===== config.mk =====
export PLATFORM = sky130hd
export DESIGN_NAME = asl_loader
export DESIGN_NICKNAME = d
export VERILOG_FILES = /design/src/core/asl_pkg.sv /design/src/core/asl_pin_sync.sv /design/src/core/asl_clk_div.sv /design/src/core/asl_loader.sv
export SDC_FILE = /design/constraint.sdc
export NUM_CORES = 1
export LEC_CHECK = 0
export ABC_AREA = 1
export BUFFER_PORTS_ARGS = -buffer_cell sky130_fd_sc_hd__clkbuf_2
export CELL_PAD_IN_SITES_DETAIL_PLACEMENT = 1
export CELL_PAD_IN_SITES_GLOBAL_PLACEMENT = 1
export CORE_MARGIN = 4
export CORE_UTILIZATION = 46
export CTS_BUF_LIST = sky130_fd_sc_hd__clkbuf_4
export CTS_CLUSTER_SIZE = 40
export DETAILED_ROUTE_END_ITERATION = 10
export GPL_TIMING_DRIVEN = 1
export PLACE_DENSITY = 0.8
export SKIP_LAST_GASP = 1
export SYNTH_ARGS = -nofsm -noshare
export SYNTH_HDL_FRONTEND = slang
export SYNTH_SLANG_ARGS = --single-unit

===== constraint.sdc =====
create_clock -name i_clk -period 2.4 [get_ports i_clk]
set_input_delay 0.48 -clock i_clk [delete_from_list [all_inputs] [get_ports i_clk]]
set_output_delay 0.48 -clock i_clk [all_outputs]
set_load 0.05 [all_outputs]

===== src/core/asl_pkg.sv =====
package asl_pkg;

   // serial clock half period in system clock cycles
   localparam logic [15:0] SCLK_HALF_CYCLES = 16'h0004;
   // opcode plus address shifted out before the data phase
   localparam logic [5:0] CMD_BITS = 6'h20;
   // plain default for the read opcode; not a figure taken from any flash
   localparam logic [7:0] READ_OPCODE = 8'h03;
   localparam logic [23:0] START_ADDR = 24'h00_0000;
   // total stored image length of the whole chain, in bits
   localparam logic [31:0] IMAGE_BITS = 32'h0000_0400;
   // wait for the completion pin after the last bit
   localparam logic [15:0] DONE_TIMEOUT_CYCLES = 16'h0040;
   localparam logic [15:0] INIT_CYCLES = 16'h0010;
   localparam logic [15:0] ERR_PULSE_CYCLES = 16'h0004;
   // deselected gap after an error pulse, covers the pin synchroniser lag
   localparam logic [15:0] GAP_CYCLES = 16'h0008;

   typedef enum logic [3:0] {
      ASL_IDLE,
      ASL_SELECT,
      ASL_CMD,
      ASL_DATA,
      ASL_DONE_WAIT,
      ASL_INIT,
      ASL_USER,
      ASL_ERROR,
      ASL_GAP
   } asl_state_t;

endpackage


===== src/core/asl_pin_sync.sv =====
`timescale 1ns/1ns
module asl_pin_sync #(
   parameter int WIDTH = 1,
   parameter logic [WIDTH-1:0] RESET_VAL = '0
) (
   input wire logic i_clk,
   input wire logic i_rst_n,
   input wire logic [WIDTH-1:0] i_pin,
   output logic [WIDTH-1:0] o_level
);
   logic [WIDTH-1:0] meta;
   logic [WIDTH-1:0] s2;
   logic [WIDTH-1:0] s3;

   genvar g;
   generate
      for (g = 0; g < WIDTH; g = g + 1) begin : g_bit
         // a change is taken once the second and third stages agree
         always_ff @(posedge i_clk) begin
            if (!i_rst_n) begin
               meta[g] <= RESET_VAL[g];
               s2[g] <= RESET_VAL[g];
               s3[g] <= RESET_VAL[g];
               o_level[g] <= RESET_VAL[g];
            end else begin
               meta[g] <= i_pin[g];
               s2[g] <= meta[g];
               s3[g] <= s2[g];
               if (s2[g] == s3[g]) begin
                  o_level[g] <= s3[g];
               end
            end
         end
      end
   endgenerate
endmodule


===== src/core/asl_clk_div.sv =====
`timescale 1ns/1ns
module asl_clk_div #(
   parameter logic [15:0] HALF = 16'h0004
) (
   input wire logic i_clk,
   input wire logic i_rst_n,
   input wire logic i_run,
   output logic o_sclk,
   output logic o_rise,
   output logic o_fall
);
   logic [15:0] cnt;
   logic flip;

   assign flip = i_run && (cnt == HALF - 16'h0001);
   // pulses mark the edge at which o_sclk changes
   assign o_rise = flip && !o_sclk;
   assign o_fall = flip && o_sclk;

   // dropping the run request clears the count and forces o_sclk low, so the idle level stays low
   always_ff @(posedge i_clk) begin
      if (!i_rst_n || !i_run) begin
         cnt <= 16'h0000;
         o_sclk <= 1'b0;
      end else if (flip) begin
         cnt <= 16'h0000;
         o_sclk <= ~o_sclk;
      end else begin
         cnt <= cnt + 16'h0001;
      end
   end
endmodule


===== src/core/asl_loader.sv =====
`timescale 1ns/1ns
module asl_loader #(
   parameter logic [15:0] SCLK_HALF = asl_pkg::SCLK_HALF_CYCLES,
   parameter logic [7:0] OPCODE = asl_pkg::READ_OPCODE,
   parameter logic [23:0] ADDR = asl_pkg::START_ADDR,
   parameter logic [31:0] IMAGE_LEN = asl_pkg::IMAGE_BITS,
   parameter logic [15:0] DONE_TIMEOUT = asl_pkg::DONE_TIMEOUT_CYCLES,
   parameter logic [15:0] INIT_LEN = asl_pkg::INIT_CYCLES
) (
   input wire logic i_clk,
   input wire logic i_rst_n,
   output logic o_serial_clock_line,
   output logic o_select_out_n,
   output logic o_command_out,
   input wire logic i_serial_data_in,
   input wire logic i_load_complete,
   output logic o_load_complete,
   output logic o_load_complete_oe_n,
   input wire logic i_config_error_n,
   output logic o_config_error_n,
   output logic o_config_error_oe_n,
   output logic o_cfg_data,
   output logic o_cfg_valid,
   output logic o_loading,
   output logic o_initializing,
   output logic o_user_mode
);
   import asl_pkg::*;

   asl_state_t state;
   logic [15:0] cnt;
   logic [5:0] rise_cnt;
   logic [31:0] bit_cnt;
   logic [31:0] shift;
   logic sclk_run;
   logic sclk_rise;
   logic sclk_fall;
   logic data_in;
   logic done_in;
   logic err_in_n;
   logic premature;
   logic [2:0] pins_sync;

   asl_pin_sync #(
      .WIDTH(3),
      .RESET_VAL(3'h5)
   ) u_sync (
      .i_clk(i_clk),
      .i_rst_n(i_rst_n),
      .i_pin({i_config_error_n, i_load_complete, i_serial_data_in}),
      .o_level(pins_sync)
   );

   assign data_in = pins_sync[0];
   assign done_in = pins_sync[1];
   assign err_in_n = pins_sync[2];

   // the clock runs only while the command or data phase is active
   assign sclk_run = (state == ASL_CMD) || (state == ASL_DATA);

   asl_clk_div #(
      .HALF(SCLK_HALF)
   ) u_clk (
      .i_clk(i_clk),
      .i_rst_n(i_rst_n),
      .i_run(sclk_run),
      .o_sclk(o_serial_clock_line),
      .o_rise(sclk_rise),
      .o_fall(sclk_fall)
   );

   // completion pin is held low by us while loading, so a high here is a fault
   assign premature = done_in && ((state == ASL_CMD) || (state == ASL_DATA));

   // sequencing
   always_ff @(posedge i_clk) begin
      if (!i_rst_n) begin
         state <= ASL_IDLE;
         cnt <= 16'h0000;
         rise_cnt <= 6'h00;
         bit_cnt <= 32'h0000_0000;
      end else begin
         case (state)
            ASL_IDLE: begin
               // a chain member holding the error line low keeps us waiting
               if (err_in_n) begin
                  state <= ASL_SELECT;
                  cnt <= 16'h0000;
               end
            end
            ASL_SELECT: begin
               // half a clock period of select setup before the command phase starts the clock
               if (cnt == SCLK_HALF - 16'h0001) begin
                  state <= ASL_CMD;
                  rise_cnt <= 6'h00;
               end else begin
                  cnt <= cnt + 16'h0001;
               end
            end
            ASL_CMD: begin
               if (premature) begin
                  state <= ASL_ERROR;
                  cnt <= 16'h0000;
               end else if (!err_in_n) begin
                  state <= ASL_IDLE;
               end else begin
                  if (sclk_rise) begin
                     rise_cnt <= rise_cnt + 6'h01;
                  end
                  // this falling edge launches the first data bit; nothing taken yet
                  if (sclk_fall && rise_cnt == CMD_BITS) begin
                     state <= ASL_DATA;
                     bit_cnt <= 32'h0000_0000;
                  end
               end
            end
            ASL_DATA: begin
               if (premature) begin
                  state <= ASL_ERROR;
                  cnt <= 16'h0000;
               end else if (!err_in_n) begin
                  state <= ASL_IDLE;
               end else if (sclk_fall) begin
                  bit_cnt <= bit_cnt + 32'h0000_0001;
                  // one image length for the whole chain, one flash
                  if (bit_cnt == IMAGE_LEN - 32'h0000_0001) begin
                     state <= ASL_DONE_WAIT;
                     cnt <= 16'h0000;
                  end
               end
            end
            ASL_DONE_WAIT: begin
               if (!err_in_n) begin
                  state <= ASL_IDLE;
               end else if (done_in) begin
                  state <= ASL_INIT;
                  cnt <= 16'h0000;
               end else if (cnt == DONE_TIMEOUT - 16'h0001) begin
                  state <= ASL_ERROR;
                  cnt <= 16'h0000;
               end else begin
                  cnt <= cnt + 16'h0001;
               end
            end
            ASL_INIT: begin
               if (!err_in_n) begin
                  state <= ASL_IDLE;
               end else if (cnt == INIT_LEN - 16'h0001) begin
                  state <= ASL_USER;
               end else begin
                  cnt <= cnt + 16'h0001;
               end
            end
            ASL_USER: begin
               // only a reset reloads once in user mode
               state <= ASL_USER;
            end
            ASL_ERROR: begin
               if (cnt == ERR_PULSE_CYCLES - 16'h0001) begin
                  state <= ASL_GAP;
                  cnt <= 16'h0000;
               end else begin
                  cnt <= cnt + 16'h0001;
               end
            end
            ASL_GAP: begin
               // lets our own error pulse pass the synchroniser before idle looks at it
               if (cnt == GAP_CYCLES - 16'h0001) begin
                  state <= ASL_IDLE;
                  cnt <= 16'h0000;
               end else begin
                  cnt <= cnt + 16'h0001;
               end
            end
            default: begin
               state <= ASL_IDLE;
            end
         endcase
      end
   end

   // command shifter, msb first, changes on falling edges so the flash
   // samples a settled bit on the rising edge
   always_ff @(posedge i_clk) begin
      if (!i_rst_n) begin
         shift <= 32'h0000_0000;
         o_command_out <= 1'b0;
      end else if (state == ASL_SELECT && cnt == SCLK_HALF - 16'h0001) begin
         shift <= {OPCODE[6:0], ADDR, 1'b0};
         o_command_out <= OPCODE[7];
      end else if (state == ASL_CMD && sclk_fall && rise_cnt < CMD_BITS) begin
         o_command_out <= shift[31];
         shift <= {shift[30:0], 1'b0};
      end else if (state != ASL_CMD) begin
         o_command_out <= 1'b0;
      end
   end

   // data taken on the falling edge; the bit was launched at the previous falling edge
   // and sat stable for a full period, longer than the synchroniser lag
   always_ff @(posedge i_clk) begin
      if (!i_rst_n) begin
         o_cfg_data <= 1'b0;
         o_cfg_valid <= 1'b0;
      end else begin
         o_cfg_valid <= 1'b0;
         if (state == ASL_DATA && sclk_fall && !premature && err_in_n) begin
            o_cfg_data <= data_in;
            o_cfg_valid <= 1'b1;
         end
      end
   end

   // single select line: one flash serves the chain; stays high in user mode
   // so an embedded flash controller may take the flash over
   assign o_select_out_n = !((state == ASL_SELECT) || sclk_run);

   // completion pin held low while loading, released afterwards
   always_ff @(posedge i_clk) begin
      if (!i_rst_n) begin
         o_load_complete_oe_n <= 1'b0;
      end else begin
         case (state)
            ASL_DONE_WAIT, ASL_INIT, ASL_USER: o_load_complete_oe_n <= 1'b1;
            default: o_load_complete_oe_n <= 1'b0;
         endcase
      end
   end
   assign o_load_complete = 1'b0;

   // error pin driven low only for the restart pulse
   always_ff @(posedge i_clk) begin
      if (!i_rst_n) begin
         o_config_error_oe_n <= 1'b1;
      end else begin
         o_config_error_oe_n <= !(state == ASL_ERROR);
      end
   end
   assign o_config_error_n = 1'b0;

   assign o_loading = sclk_run || (state == ASL_SELECT) || (state == ASL_DONE_WAIT);
   assign o_initializing = (state == ASL_INIT);
   assign o_user_mode = (state == ASL_USER);

   // checks
   localparam int SCK_WAIT = 8;
endmodule


Word-level counts from Yosys, hierarchy flattened. Index checks and enable logic that the tools add are counted. W data, S select, Z words.

Input bits: 5. Output and inout port bits: 12. Register bits: 99. Logic and storage cells: 159.

Bitwise operators: 2. Eq/ne operators: 43. Order comparisons: 1. Multiplexer cells: 50. Add/sub/neg operators: 4. Reductions and logical operators: 34.

Operators by type and width (count): $mux W16 (14); $mux W32 (6); $pmux W16 S8 (1); $mux W4 (16); $pmux W32 S2 (1); $mux W27 (2); $pmux W4 S9 (1); $add A16 B1 Y16 const B (2); $add A32 B1 Y32 const B (1); $eq A16 B2 Y1 const B (2); $eq A32 B10 Y1 const B (1); $mux W6 (4); $ne A2 B2 Y1 const B (10); $eq A16 B3 Y1 const B (1); $eq A16 B4 Y1 const B (1); $eq A16 B6 Y1 const B (1); $eq A4 B3 Y1 const B (4); $ne A4 B4 Y1 const B (4); $ne A2 B1 Y1 const B (6); $pmux W6 S2 (1); $logic_and A1 B1 Y1 (11); $reduce_and A10 Y1 (1); $reduce_and A9 Y1 (1); $eq A4 B2 Y1 const B (2); other kinds (20) (40).

Logic depth before layout (Yosys ltp). Gate-level depths: netlist (run 1).

Depth after elaboration: 9. Depth in mapped cells: 14. Depth with buffers taken out: 14.

Cells and area by module. A second synthesis (run 1) with hierarchy kept.

Cells, all modules: 947. Area, all modules: 6034.5 sq um.

By module, submodules not included: asl_loader (cells each 773, times used 1, area an instance 4755.8 sq um, seq. area each 1401.3 sq um); asl_clk_div (cells each 126, times used 1, area an instance 893.4 sq um, seq. area each 340.3 sq um); asl_pin_sync (cells each 48, times used 1, area an instance 385.4 sq um, seq. area each 240.2 sq um).

Least setup slack after synthesis (run 1). No wires, ideal clock.

Path kind: register to register. From: register state[1]. To: register cnt[6]. Data arrival time: 2.065 ns. Data required time: 2.330 ns. Path buffers: 1. Setup slack: 0.264 ns. Period minus slack after synthesis: 2.136 ns. Setup time: 0.070 ns. Stages on the path, launching flop included: 11. Cells stage by stage: dfxtp_1 inv_1 nand2_1 nor2_1 nand3_1 nand2_1 nor2_2 nand2_2 buf_6 nand2_1 a21oi_1.

Elaborated cells between the ends (all ways): 25. Classes of those cells: eq/ne (16); mux (2); reduce/logical (7).

RTL lines: from (decl) (RTL line asl_loader.sv:30) `asl_state_t state;`; from (signal assigned) (RTL line asl_loader.sv:78) `state <= ASL_IDLE;`; from (signal assigned) (RTL line asl_loader.sv:87) `state <= ASL_SELECT;`; from (signal assigned) (RTL line asl_loader.sv:94) `state <= ASL_CMD;`; $eq A4 B3 Y1 *; named net o_initializing (RTL line asl_loader.sv:25) `output logic o_initializing,`; $reduce_bool A8 Y1 (no line) (tied with other cells); $reduce_and A10 Y1 (no line); to (signal assigned) (RTL line asl_loader.sv:97) `cnt <= cnt + 16'h0001;`; to (signal assigned) (RTL line asl_loader.sv:142) `cnt <= cnt + 16'h0001;`; to (signal assigned) (RTL line asl_loader.sv:151) `cnt <= cnt + 16'h0001;`; to (decl) (RTL line asl_loader.sv:31) `logic [15:0] cnt;`.

Mark *: on every way through the listed nets, which the timed path passes. The rest lies on a longest branch. A chain may end at the register's enable or synchronous reset.

Worst setup path after layout (run 1).
From: register state[0]. To: output o_initializing.

Cells in the longest elaborated chain, start to end: 1.

RTL lines: $eq A4 B3 Y1 (RTL line asl_loader.sv:242) `assign o_initializing = (state == ASL_INIT);`; to (decl) (RTL line asl_loader.sv:25).

No other way between the ends.

==> results of run 1 <==
cell type report:
cell class	instances	share of cell area (%)
clock buffer	9	1.03
clock inverter	7	1.11
inverter	117	6.76
multi-input combinational	750	54.9
sequential	99	30.3
tap	172	3.29
timing repair buffer	28	2.67
cells in the final DEF, fill, tap and decap left out, drive strengths merged, types with 4 or more instances in the layout:
cell | netlist | layout
o21ai | 47 | 47
nor4 | 4 | 4
dfxtp | 99 | 99
xor2 | 26 | 26
nand4 | 34 | 34
clkbuf | 13 | 22
nand2 | 264 | 264
a21oi | 65 | 65
nor3 | 24 | 24
ha | 5 | 5
nand3 | 76 | 76
nor2 | 172 | 173
inv | 112 | 115
buf | 12 | 15
or2 | 7 | 7
clkinv | 5 | 8
o211ai | 7 | 7
o21bai | 5 | 5
a211oi | 4 | 4
kinds of logic (layout without fill, tap and decap cells):
family          after synthesis  count (layout)  share of synthesized area (%)
flops                        99              99                           32.4
simple gates                585             586                           41.8
xor+xnor                     27              27                           3.87
buf+inv                     142             161                           9.32
compound gates              130             130                           11.5
other cells                   1               2                         0.0613
fa+ha+maj                     5               5                           1.02
per-stage QoR:
stage,instances,TNS (ns),total power [mW]
2_1_floorplan,990,0,2.91
3_3_place_gp,1165,0,3.23
3_5_place_dp,1165,0,3.28
4_1_cts,1181,0,4.23
5_1_grt,1182,-0.168,4.53
6_report,1182,0,4.24
power breakdown:
group          internal, mW  switching, mW
combinational         0.397           1.12
clock                 0.326          0.621
sequential             1.71         0.0664
total                  2.43           1.81
registers in the layout, indices dropped and copies added (netlist names):
name,flops
state,4
u_clk.cnt,16
bit_cnt,32
u_clk.o_sclk,1
cnt,16
u_sync.s2,3
u_sync.s3,3
o_cfg_valid,1
rise_cnt,6
o_config_error_oe_n,1
o_load_complete_oe_n,1
u_sync.meta,3
o_cfg_data,1
shift,7
u_sync.o_level,3
o_command_out,1
routing by layer:
metal / GRT usage [%] / up-vias / wire (microns)
li1: - / 3214 / -
met1: 32.2 / 3106 / 8370
met2: 44.6 / 88 / 8940
met3: 4.25 / 20 / 547
met4: 5.88 / 0 / 250
met5: 0 / - / 0
final timing paths:
kind	from	end	slack, ns	depth (start not counted)
max	state[0]	o_initializing	0.20	3
min	i_config_error_n	u_sync.meta[2]	0.15	2
max reg2reg	u_clk.cnt[0]	bit_cnt[13]	0.22	11
min reg2reg	u_sync.meta[1]	u_sync.s2[1]	0.44	2
repair_timing:
item / CTS / global route
setup endpoints to repair: 0 / 43
gates resized for setup: 0 / 8
hold buffers: 0 / 0
==> summary.md, run 1 <==
| Metric | Value |
|---|---|
| Top_reg_cell synth | `sky130_fd_sc_hd__dfxtp_1` |
| Most numerous cell in the Yosys netlist | `sky130_fd_sc_hd__nand2_1` |
| Number of nets still failing antenna checks after routing | `0` |
| Detailed router's first-iteration violation count | `333` |
| Peak fanout along the critical path | `7` |
| Share of the clock period used by the worst path | `91.7%` |
| DRC violations left | `0` |
| Final max-slew violation count | `0` |
| Rel. slew slack | `62.6%` |
| Clk root buf | `sky130_fd_sc_hd__clkbuf_4` |
| Die boundary width | `123 microns` |
| Total gr overflow | `0` |
| Total Die Area | `0.0152 sq mm` |
| HPWL reported at the end of detailed placement | `13,700 microns` |
| Most frequent cells after synthesis | `sky130_fd_sc_hd__nand2_1, sky130_fd_sc_hd__nor2_1, sky130_fd_sc_hd__inv_1, sky130_fd_sc_hd__dfxtp_1, sky130_fd_sc_hd__nand3_1` |
| Number of instances in the synthesized netlist | `989` |
| Number of inserted filler cells in the final layout | `1,862` |
| Final critical delay including setup and external delays | `2.20 ns` |
| Flip-flop and latch count after synthesis | `99` |
| Final core utilization | `51.1%` |
| Initial core utilization | `47.7%` |
| Via count of the first global-routing pass | `6,561` |
| Outcome | `completed` |
| Routed wire length | `18,100 microns` |
| Delay of the slowest cell on the worst path | `0.51 ns` |
| Flip-flop and latch area | `0.00198 sq mm` |
| Clock-pin slew on the worst setup and hold paths | `0.18 ns` |
| Via count | `6,428` |
| Post-DR vias/cell | `5.44` |
| PD cells | `647 mW/mm^2` |
| Routed wire length per instance | `15.3 microns` |
| Post-CTS repair timing setup buffer count | `0` |
| Netlist Area Pre-Place | `0.00612 sq mm` |
| Clock net sink count | `99` |
| Htree depth | `3` |
| Wire length of the first global-routing pass | `31,200 microns` |
| Worst Slack Setup Final | `0.199 ns` |
| First drt pass iteration count | `5` |
| Count of different cell masters after synthesis | `41` |
| Combined area of the multi-input logic cells | `0.00359 sq mm` |
| Number of enable flip-flop cells after synthesis | `0` |
| Chip height | `123 microns` |
| Clock latency at the later pin of the worst-skew pair | `0.50 ns` |
| Buffers from clock root to sink, at most | `2` |
| Net count of the finished layout | `1,015` |
| Initial antenna violation count | `0` |
| Buffers plus inverters on the worst setup path | `1` |
| Synthesis warning total | `0` |
| Std-Cell Core Area | `0.0128 sq mm` |
| Worst min-delay path category | `in -> reg` |
| Top-level I/O count | `17` |
| Number of placement rows | `41` |
| Cell type with the highest aggregate area in the netlist | `sky130_fd_sc_hd__dfxtp_1` |
| Setup repair after global routing missed its margin | `yes` |
| Number of input and output port buffers inserted | `14` |
| Total global routing track utilization | `25.3%` |
| Routability cong. | `0.896` |
| Count of maximum capacitance violations | `0` |
| Clock buffer count from CTS | `9` |
| Share of synthesized registers carrying an async set or reset | `0%` |
| Worst slew pin tran | `0.556 ns` |
| Ant. Diodes | `0` |
| Required time worst endpoint | `1.92 ns` |
| Kind of critical path | `reg -> out` |
| Maximum frequency from static timing analysis | `454 MHz` |
| Final worst clock skew | `0.0247 ns` |
| Top cell type's share of synthesized area | `32.4%` |
| Mean post-synth cell area | `6.19 sq um` |
| Portion of the post-synthesis area used by sequential elements | `32.4%` |
| Biggest area contributors in the synthesized netlist | `sky130_fd_sc_hd__dfxtp_1, sky130_fd_sc_hd__nand2_1, sky130_fd_sc_hd__nor2_1` |
| Peak ir drop on the vdd network | `0.000465 V` |
| Instance area at placement | `0.00638 sq mm` |
| Critical path's top delay family | `flip-flops` |
| Synth-to-layout area growth | `7.06%` |
| Hold Worst Slack | `0.148 ns` |
| Startpoint types | `flop` |
| Sort of element at the end of the critical path | `output port` |
| Final-report setup violation count | `0` |
| Arrival time of the worst setup path | `1.72 ns` |
| Share of final-layout standard cells stronger than drive strength 1 | `7.82%` |
| Post-layout instance area | `0.00655 sq mm` |
| Setup Slack @ Placement | `0.152 ns` |
| Cells traversed along the worst timing path | `nand2_1, nor2_2, clkbuf_2` |
| Final hold violation count | `0` |
| Clock tree from TritonCTS | `yes` |
| Standby leakage power | `2.59 nW` |
| Crit path max-delay cell type | `sky130_fd_sc_hd__dfxtp_1` |
| Largest net degree at the start of global routing | `49` |
Power figures use the tool's default switching activity.
==> run 2: changes to the inputs <==
Settings changed: GPL_TIMING_DRIVEN 1 to 0.
==> run 2 against run 1 <==
  * Critical path depth grew 2
  * First-iteration DRC count shrank 3.3%
  * Design area rose by 0.32%
  * Hold slack improved by 0.0036 ns
  * Register-to-register slack lost 0.03 ns
  * Routed wire length decreased by 0.41%
  * Clock power up 5.0%
  * Die area stayed put
  * Worst setup slack got worse by 0.071 ns
  * Via count decreased by 2.1%
  * Critical path type unchanged
  * Largest power group unchanged
==> summary.md, run 2 (same netlist as run 1, synthesis figures left out) <==
| Metric | Value |
|---|---|
| Routed wire length per instance | `15.1 microns` |
| Peak fanout along the critical path | `4` |
| Htree depth | `3` |
| Initial antenna violation count | `1` |
| Largest register FFs | `32` |
| Initial core utilization | `47.7%` |
| Count of maximum capacitance violations | `0` |
| DRC violations left | `0` |
| Startpoint types | `flop` |
| Net count of the finished layout | `1,024` |
| Most common cell on crit path | `sky130_fd_sc_hd__nand2_1` |
| Peak ir drop on the vdd network | `0.000448 V` |
| Final worst clock skew | `0.00990 ns` |
| Share of the clock period used by the worst path | `94.7%` |
| Number of nets still failing antenna checks after routing | `0` |
| Leading cell types in the layout, fill and taps excluded | `sky130_fd_sc_hd__nand2_1, sky130_fd_sc_hd__nor2_1, sky130_fd_sc_hd__inv_1, sky130_fd_sc_hd__dfxtp_1, sky130_fd_sc_hd__nand3_1` |
| Clk root buf | `sky130_fd_sc_hd__clkbuf_4` |
| Via count | `6,294` |
| Clock-pin slew on the worst setup and hold paths | `0.17 ns` |
| PD cells | `658 mW/mm^2` |
| Number of placement rows | `41` |
| Total Die Area | `0.0152 sq mm` |
| Number of inserted filler cells in the final layout | `1,862` |
| Outcome | `completed` |
| Top-level I/O count | `17` |
| Detailed router's first-iteration violation count | `322` |
| Final-report setup violation count | `0` |
| Most frequent standard cell in the layout excluding fill and tap cells | `sky130_fd_sc_hd__nand2_1` |
| Final critical delay including setup and external delays | `2.27 ns` |
| Clock net sink count | `99` |
| Largest net degree at the start of global routing | `19` |
| Critical path's top delay family | `simple AND/OR/NAND/NOR gates` |
| Post-CTS repair timing setup buffer count | `0` |
| Worst min-delay path category | `in -> reg` |
| Final max-slew violation count | `0` |
| Required time worst endpoint | `1.92 ns` |
| Die boundary width | `123 microns` |
| Wire length of the first global-routing pass | `30,200 microns` |
| Via count of the first global-routing pass | `6,241` |
| Largest regs | `bit_cnt (32), cnt (16), u_clk.cnt (16)` |
| Total gr overflow | `0` |
| Instance area at placement | `0.00640 sq mm` |
| Setup TNS | `0 ns` |
| Combined area of the multi-input logic cells | `0.00358 sq mm` |
| Clock buffer count from CTS | `9` |
| Chip height | `123 microns` |
| Crit path max-delay cell type | `sky130_fd_sc_hd__dfxtp_1` |
| Finished Layout Cells | `1,193` |
| Maximum frequency from static timing analysis | `440 MHz` |
| Standby leakage power | `2.60 nW` |
| Rel. slew slack | `54.3%` |
| Post-layout instance area | `0.00657 sq mm` |
| Clock latency at the later pin of the worst-skew pair | `0.49 ns` |
| Post-DR vias/cell | `5.28` |
| Cell Count Post-Placement | `1,175` |
| HPWL reported at the end of detailed placement | `13,700 microns` |
| Synth-to-layout area growth | `7.40%` |
| Delay of the slowest cell on the worst path | `0.47 ns` |
| Clock tree from TritonCTS | `yes` |
| Sort of element at the end of the critical path | `output port` |
| Final hold violation count | `0` |
| Std-Cell Core Area | `0.0128 sq mm` |
| Routability cong. | `0.868` |
| Share of final-layout standard cells stronger than drive strength 1 | `7.46%` |
| Buffers from clock root to sink, at most | `2` |
| Buffers plus inverters on the worst setup path | `2` |
| Hold Worst Slack | `0.152 ns` |
| Setup Slack @ Placement | `0.119 ns` |
| Kind of critical path | `reg -> out` |
| Cells traversed along the worst timing path | `inv_1, nor2_1, nand2_1, nand2_1, clkbuf_2` |
| Routed wire length | `18,000 microns` |
| Setup repair after global routing missed its margin | `no` |
| Worst slew pin tran | `0.685 ns` |
| First drt pass iteration count | `4` |
| Total global routing track utilization | `24.9%` |
| Number of input and output port buffers inserted | `13` |
| Arrival time of the worst setup path | `1.79 ns` |
| Worst Slack Setup Final | `0.128 ns` |
| Register bank with the most flops | `bit_cnt` |
| Flip-flop and latch area | `0.00198 sq mm` |
==> run 2: changes by cell type in the layout (fill, tap and decap cells not counted), moves of 2 or more <==
cell,previous run,this run
sky130_fd_sc_hd__diode_2,0,2
sky130_fd_sc_hd__buf_2,1,7
sky130_fd_sc_hd__inv_6,2,4
sky130_fd_sc_hd__buf_4,14,3
sky130_fd_sc_hd__buf_6,0,2
sky130_fd_sc_hd__clkbuf_1,0,12
==> run 2: path summary, 6_finish.rpt <==
| check | start | endpoint | slack [ns] | depth (start not counted) |
|---|---|---|---|---|
| worst max-delay path | state[2] | o_loading | 0.13 | 5 |
| worst min-delay path | i_serial_data_in | u_sync.meta[0] | 0.15 | 2 |
| worst max register to register | u_clk.cnt[0] | cnt[3] | 0.19 | 13 |
| worst min register to register | u_sync.meta[1] | u_sync.s2[1] | 0.43 | 2 |
==> run 2: layer usage <==
metal  global-route usage [%]  vias up  share of wire (%)
li1                         -     3233                  -
met1                     32.0     2982                 48
met2                     43.9       64                 48
met3                     3.43       15                2.4
met4                     6.23        0                1.2
met5                        0        -                  0
==> run 2: layout make-up <==
| class | count | share of cell area [%] |
|---|---|---|
| clock inverter | 7 | 1.24 |
| sequential | 99 | 30.2 |
| clock buffer | 9 | 1.03 |
| antenna | 2 | 0.0762 |
| multi-input combinational | 749 | 54.5 |
| buffer | 25 | 1.98 |
| tap | 172 | 3.27 |
| inverter | 117 | 6.74 |
| timing repair buffer | 13 | 0.990 |
==> run 2: through the flow <==
| stage | utilization (%) | power (mW) |
|---|---|---|
| floorplan | - | 2.91 |
| finish | 51.2 | 4.32 |
| global placement | 49.9 | 3.31 |
| global route | 51.2 | 4.59 |
| CTS | 51.1 | 4.35 |
| detailed placement | 49.9 | 3.34 |
==> run 2: where the power goes <==
part           switching [mW]  internal (mW)  total (mW)
clock                   0.655          0.339       0.994
combinational            1.13          0.419        1.55
sequential             0.0691           1.71        1.78
==> run 2: repair_timing <==
action | CTS | global route
hold buffers | 0 | 0
endpoints found under the setup margin | 1 | 28
pin swaps | 0 | 0
gates resized for setup | 1 | 4
==> run 2: worst register-to-register path, stage by stage, from the launching register on <==
cell and delay, ns:
sky130_fd_sc_hd__dfxtp_1 0.39, sky130_fd_sc_hd__ha_1 0.24, sky130_fd_sc_hd__inv_2 0.06, sky130_fd_sc_hd__nor2_1 0.12, sky130_fd_sc_hd__nand2_1 0.08, sky130_fd_sc_hd__nor2_2 0.18
sky130_fd_sc_hd__nand4_4 0.17, sky130_fd_sc_hd__inv_1 0.10, sky130_fd_sc_hd__nand3b_1 0.11, sky130_fd_sc_hd__nand2_1 0.21, sky130_fd_sc_hd__nand2_4 0.14, sky130_fd_sc_hd__buf_6 0.18
sky130_fd_sc_hd__nand2_1 0.06, sky130_fd_sc_hd__a21oi_1 0.06
==> run 3: changes to the inputs <==
Settings changed: SYNTH_HIERARCHICAL set to 1.
==> run 3 against run 2 <==
  * Via count up 1.5%
  * Register-to-register slack worse by 0.17 ns
  * Combinational power up 12%
  * Sequential cell count unchanged
  * Sequential share of layout area down 1.8 points
  * Critical endpoint is now bit_cnt[5]
==> summary.md, run 3 <==
| Metric | Value |
|---|---|
| Routed wire length | `19,300 microns` |
| Sort of element at the end of the critical path | `flop` |
| Chip height | `123 microns` |
| Internal power summed over all cells | `2.54 mW` |
| Final-report setup violation count | `0` |
| Count of maximum capacitance violations | `0` |
| Overall power consumption | `4.39 mW` |
| Startpoint types | `flop` |
| Number of instances in the synthesized netlist | `947` |
| Wire length of the first global-routing pass | `31,100 microns` |
| Via count | `6,390` |
| Number of input and output port buffers inserted | `14` |
| Post-DR vias/cell | `5.42` |
| Switching power share of the total | `42.2%` |
| Finished Layout Cells | `1,179` |
| Number of enable flip-flop cells after synthesis | `0` |
| Top_reg_cell synth | `sky130_fd_sc_hd__dfxtp_1` |
| Clock-pin slew on the worst setup and hold paths | `0.17 ns` |
| Biggest area contributors in the synthesized netlist | `sky130_fd_sc_hd__dfxtp_1, sky130_fd_sc_hd__nand2_1, sky130_fd_sc_hd__nor2_1` |
| Top cell type's share of synthesized area | `32.8%` |
| Number of inserted filler cells in the final layout | `1,774` |
| Clock latency at the later pin of the worst-skew pair | `0.50 ns` |
| Ant. Diodes | `0` |
| Reg power frac | `40.8%` |
| Final max-slew violation count | `0` |
| Flip-flop and latch count after synthesis | `99` |
| Setup TNS | `0 ns` |
| Htree depth | `3` |
| Number of placement rows | `41` |
| Via count of the first global-routing pass | `6,531` |
| Total Die Area | `0.0150 sq mm` |
| Largest regs | `bit_cnt (32), cnt (16), u_clk/cnt (16)` |
| Netlist Area Pre-Place | `0.00603 sq mm` |
| Share of the clock period used by the worst path | `99.2%` |
| Clock buffer count from CTS | `9` |
| Combinational cell fraction of total power | `39.4%` |
| Setup repair after global routing missed its margin | `yes` |
| Part of the power in the clock network | `19.8%` |
| Share of synthesized registers carrying an async set or reset | `0%` |
| Synthesis warning total | `6` |
| Cell Count Post-Placement | `1,134` |
| Mean post-synth cell area | `6.37 sq um` |
| Register-to-Register Path Depth | `19` |
| Flip-flop and latch area | `0.00199 sq mm` |
| Total gr overflow | `0` |
| Final critical delay including setup and external delays | `2.38 ns` |
| Worst min-delay path category | `in -> reg` |
| Crit path max-delay cell type | `sky130_fd_sc_hd__dfxtp_4` |
| Initial antenna violation count | `0` |
| Rel. slew slack | `46.9%` |
| Routability cong. | `0.898` |
| Switching pwr | `1.85 mW` |
| Most frequent cells after synthesis | `sky130_fd_sc_hd__nand2_1, sky130_fd_sc_hd__nor2_1, sky130_fd_sc_hd__inv_1, sky130_fd_sc_hd__dfxtp_1, sky130_fd_sc_hd__nand3_1` |
| Die boundary width | `123 microns` |
| PD cells | `625 mW/mm^2` |
| Number of nets still failing antenna checks after routing | `0` |
| Synth-to-layout area growth | `16.4%` |
| Clock net sink count | `99` |
| DRC violations left | `0` |
| Maximum frequency from static timing analysis | `420 MHz` |
| Peak ir drop on the vdd network | `0.000377 V` |
| Arrival time of the worst setup path | `2.78 ns` |
| Outcome | `completed` |
| HPWL reported at the end of detailed placement | `13,700 microns` |
| Share of final-layout standard cells stronger than drive strength 1 | `18.7%` |
| Detailed router's first-iteration violation count | `350` |
| Largest net degree at the start of global routing | `19` |
| Peak fanout along the critical path | `8` |
| Register bank with the most flops | `bit_cnt` |
| Net count of the finished layout | `1,012` |
| Cells traversed along the worst timing path | `clkinv_4, nand2_4, nor2_4, inv_2, nor2_2, nand2_1, nor2_2, nand3_2, inv_2, nand2_2, nor3_2, nand3_2, nand2_4, nand2_8, o21ai_4, clkinv_4, buf_8, nand2_4, a31oi_4` |
| Kind of critical path | `reg -> reg` |
| Worst slew pin tran | `0.792 ns` |
| Hold bufs inserted after CTS | `0` |
| Portion of the post-synthesis area used by sequential elements | `32.8%` |
| Most numerous cell in the Yosys netlist | `sky130_fd_sc_hd__nand2_1` |
| Std-Cell Core Area | `0.0127 sq mm` |
| Clk root buf | `sky130_fd_sc_hd__clkbuf_4` |
| Largest register FFs | `32` |
| Clock tree from TritonCTS | `yes` |
| Standby leakage power | `2.87 nW` |
| Most common cell on crit path | `sky130_fd_sc_hd__nand2_4` |
| Cell type with the highest aggregate area in the netlist | `sky130_fd_sc_hd__dfxtp_1` |
| Leading cell types in the layout, fill and taps excluded | `sky130_fd_sc_hd__nand2_1, sky130_fd_sc_hd__nor2_1, sky130_fd_sc_hd__inv_1, sky130_fd_sc_hd__dfxtp_1, sky130_fd_sc_hd__nand3_1` |
| Buffers from clock root to sink, at most | `2` |
| Count of different cell masters after synthesis | `44` |
| Final worst clock skew | `0.0140 ns` |
| Routed wire length per instance | `16.3 microns` |
| Initial core utilization | `47.4%` |
| Combined area of the multi-input logic cells | `0.00363 sq mm` |
| Final hold violation count | `0` |
| Required time worst endpoint | `2.80 ns` |
| Top-level I/O count | `17` |
| Total global routing track utilization | `25.9%` |
| Most frequent standard cell in the layout excluding fill and tap cells | `sky130_fd_sc_hd__nand2_1` |
| Delay of the slowest cell on the worst path | `0.39 ns` |
| Worst Hold Path Cells | `3` |
| First drt pass iteration count | `5` |
[run 3: kinds of logic after synthesis]
group	Yosys count	share of synthesized area (%)
XOR/XNOR	9	1.31
buffers and inverters	151	10.9
AO/OA/AOI/OAI	108	10.4
flip-flops	99	32.8
other	1	0.0621
adder cells (fa/ha/maj)	5	1.04
AND/OR/NAND/NOR	574	43.5
[run 3: what timing repair did]
action / in CTS / in global routing
gates cloned: 3 / 0
pin swaps: 11 / 19
gates resized for setup: 46 / 49
setup endpoints to repair: 49 / 67
buffers inserted: 15 / 13
[run 3: routing by layer]
metal	vias to the layer above	share of wire (%)	track usage [%]	wire length (microns)
met4	0	2.5	9.03	484
li1	3147	-	-	-
met2	97	50	46.1	9730
met1	3109	44	31.1	8470
met3	37	3.0	4.79	586
met5	-	0	0	0
[run 3: final timing paths]
check,slack (ns),from,end
hold reg to reg,0.43,u_sync/meta[2],u_sync/s2[2]
hold / removal,0.13,i_config_error_n,u_sync/meta[2]
setup reg to reg,0.02,state[3],bit_cnt[5]
setup / recovery,0.02,state[3],bit_cnt[5]
[run 3: worst max-delay path: cells and delay by family, from the launching register on]
kind / cells / cell delay, ns
buffers and inverters: 5 / 0.51
AND/OR/NAND/NOR: 12 / 1.13
AO/OA/AOI/OAI: 2 / 0.23
flip-flops: 1 / 0.39
[run 3: power by group through the flow]
stage,Clock [mW],Sequential [mW],Combinational (mW)
after CTS,0.902,1.78,1.59
after global routing,0.976,1.80,1.86
after global placement,0,1.81,1.38
after floorplan,0,1.81,1.06
after detailed placement,0,1.81,1.42
final,0.870,1.79,1.73
[run 3: final cells by class]
cell class                 count  share of cell area [%]
buffer                        22                    2.48
clock buffer                   9                   0.962
clock inverter                 7                   0.784
inverter                     127                    7.14
multi-input combinational    698                    51.6
sequential                    99                    28.4
tap                          172                    3.06
timing repair buffer          45                    5.54
[run 3: through the flow]
stage / hold WS (ns) / setup WS (ns) / util, % / cell area [sq um]
4_1_cts: 0.101 / -0.0500 / 53.2 / 6770
6_report: 0.132 / 0.0202 / 55.2 / 7030
2_1_floorplan: 0.380 / 0.124 / - / 6040
3_3_place_gp: 0.391 / -0.322 / 49.7 / 6320
5_1_grt: 0.100 / -0.129 / 55.2 / 7030
3_5_place_dp: 0.399 / -0.374 / 49.7 / 6320
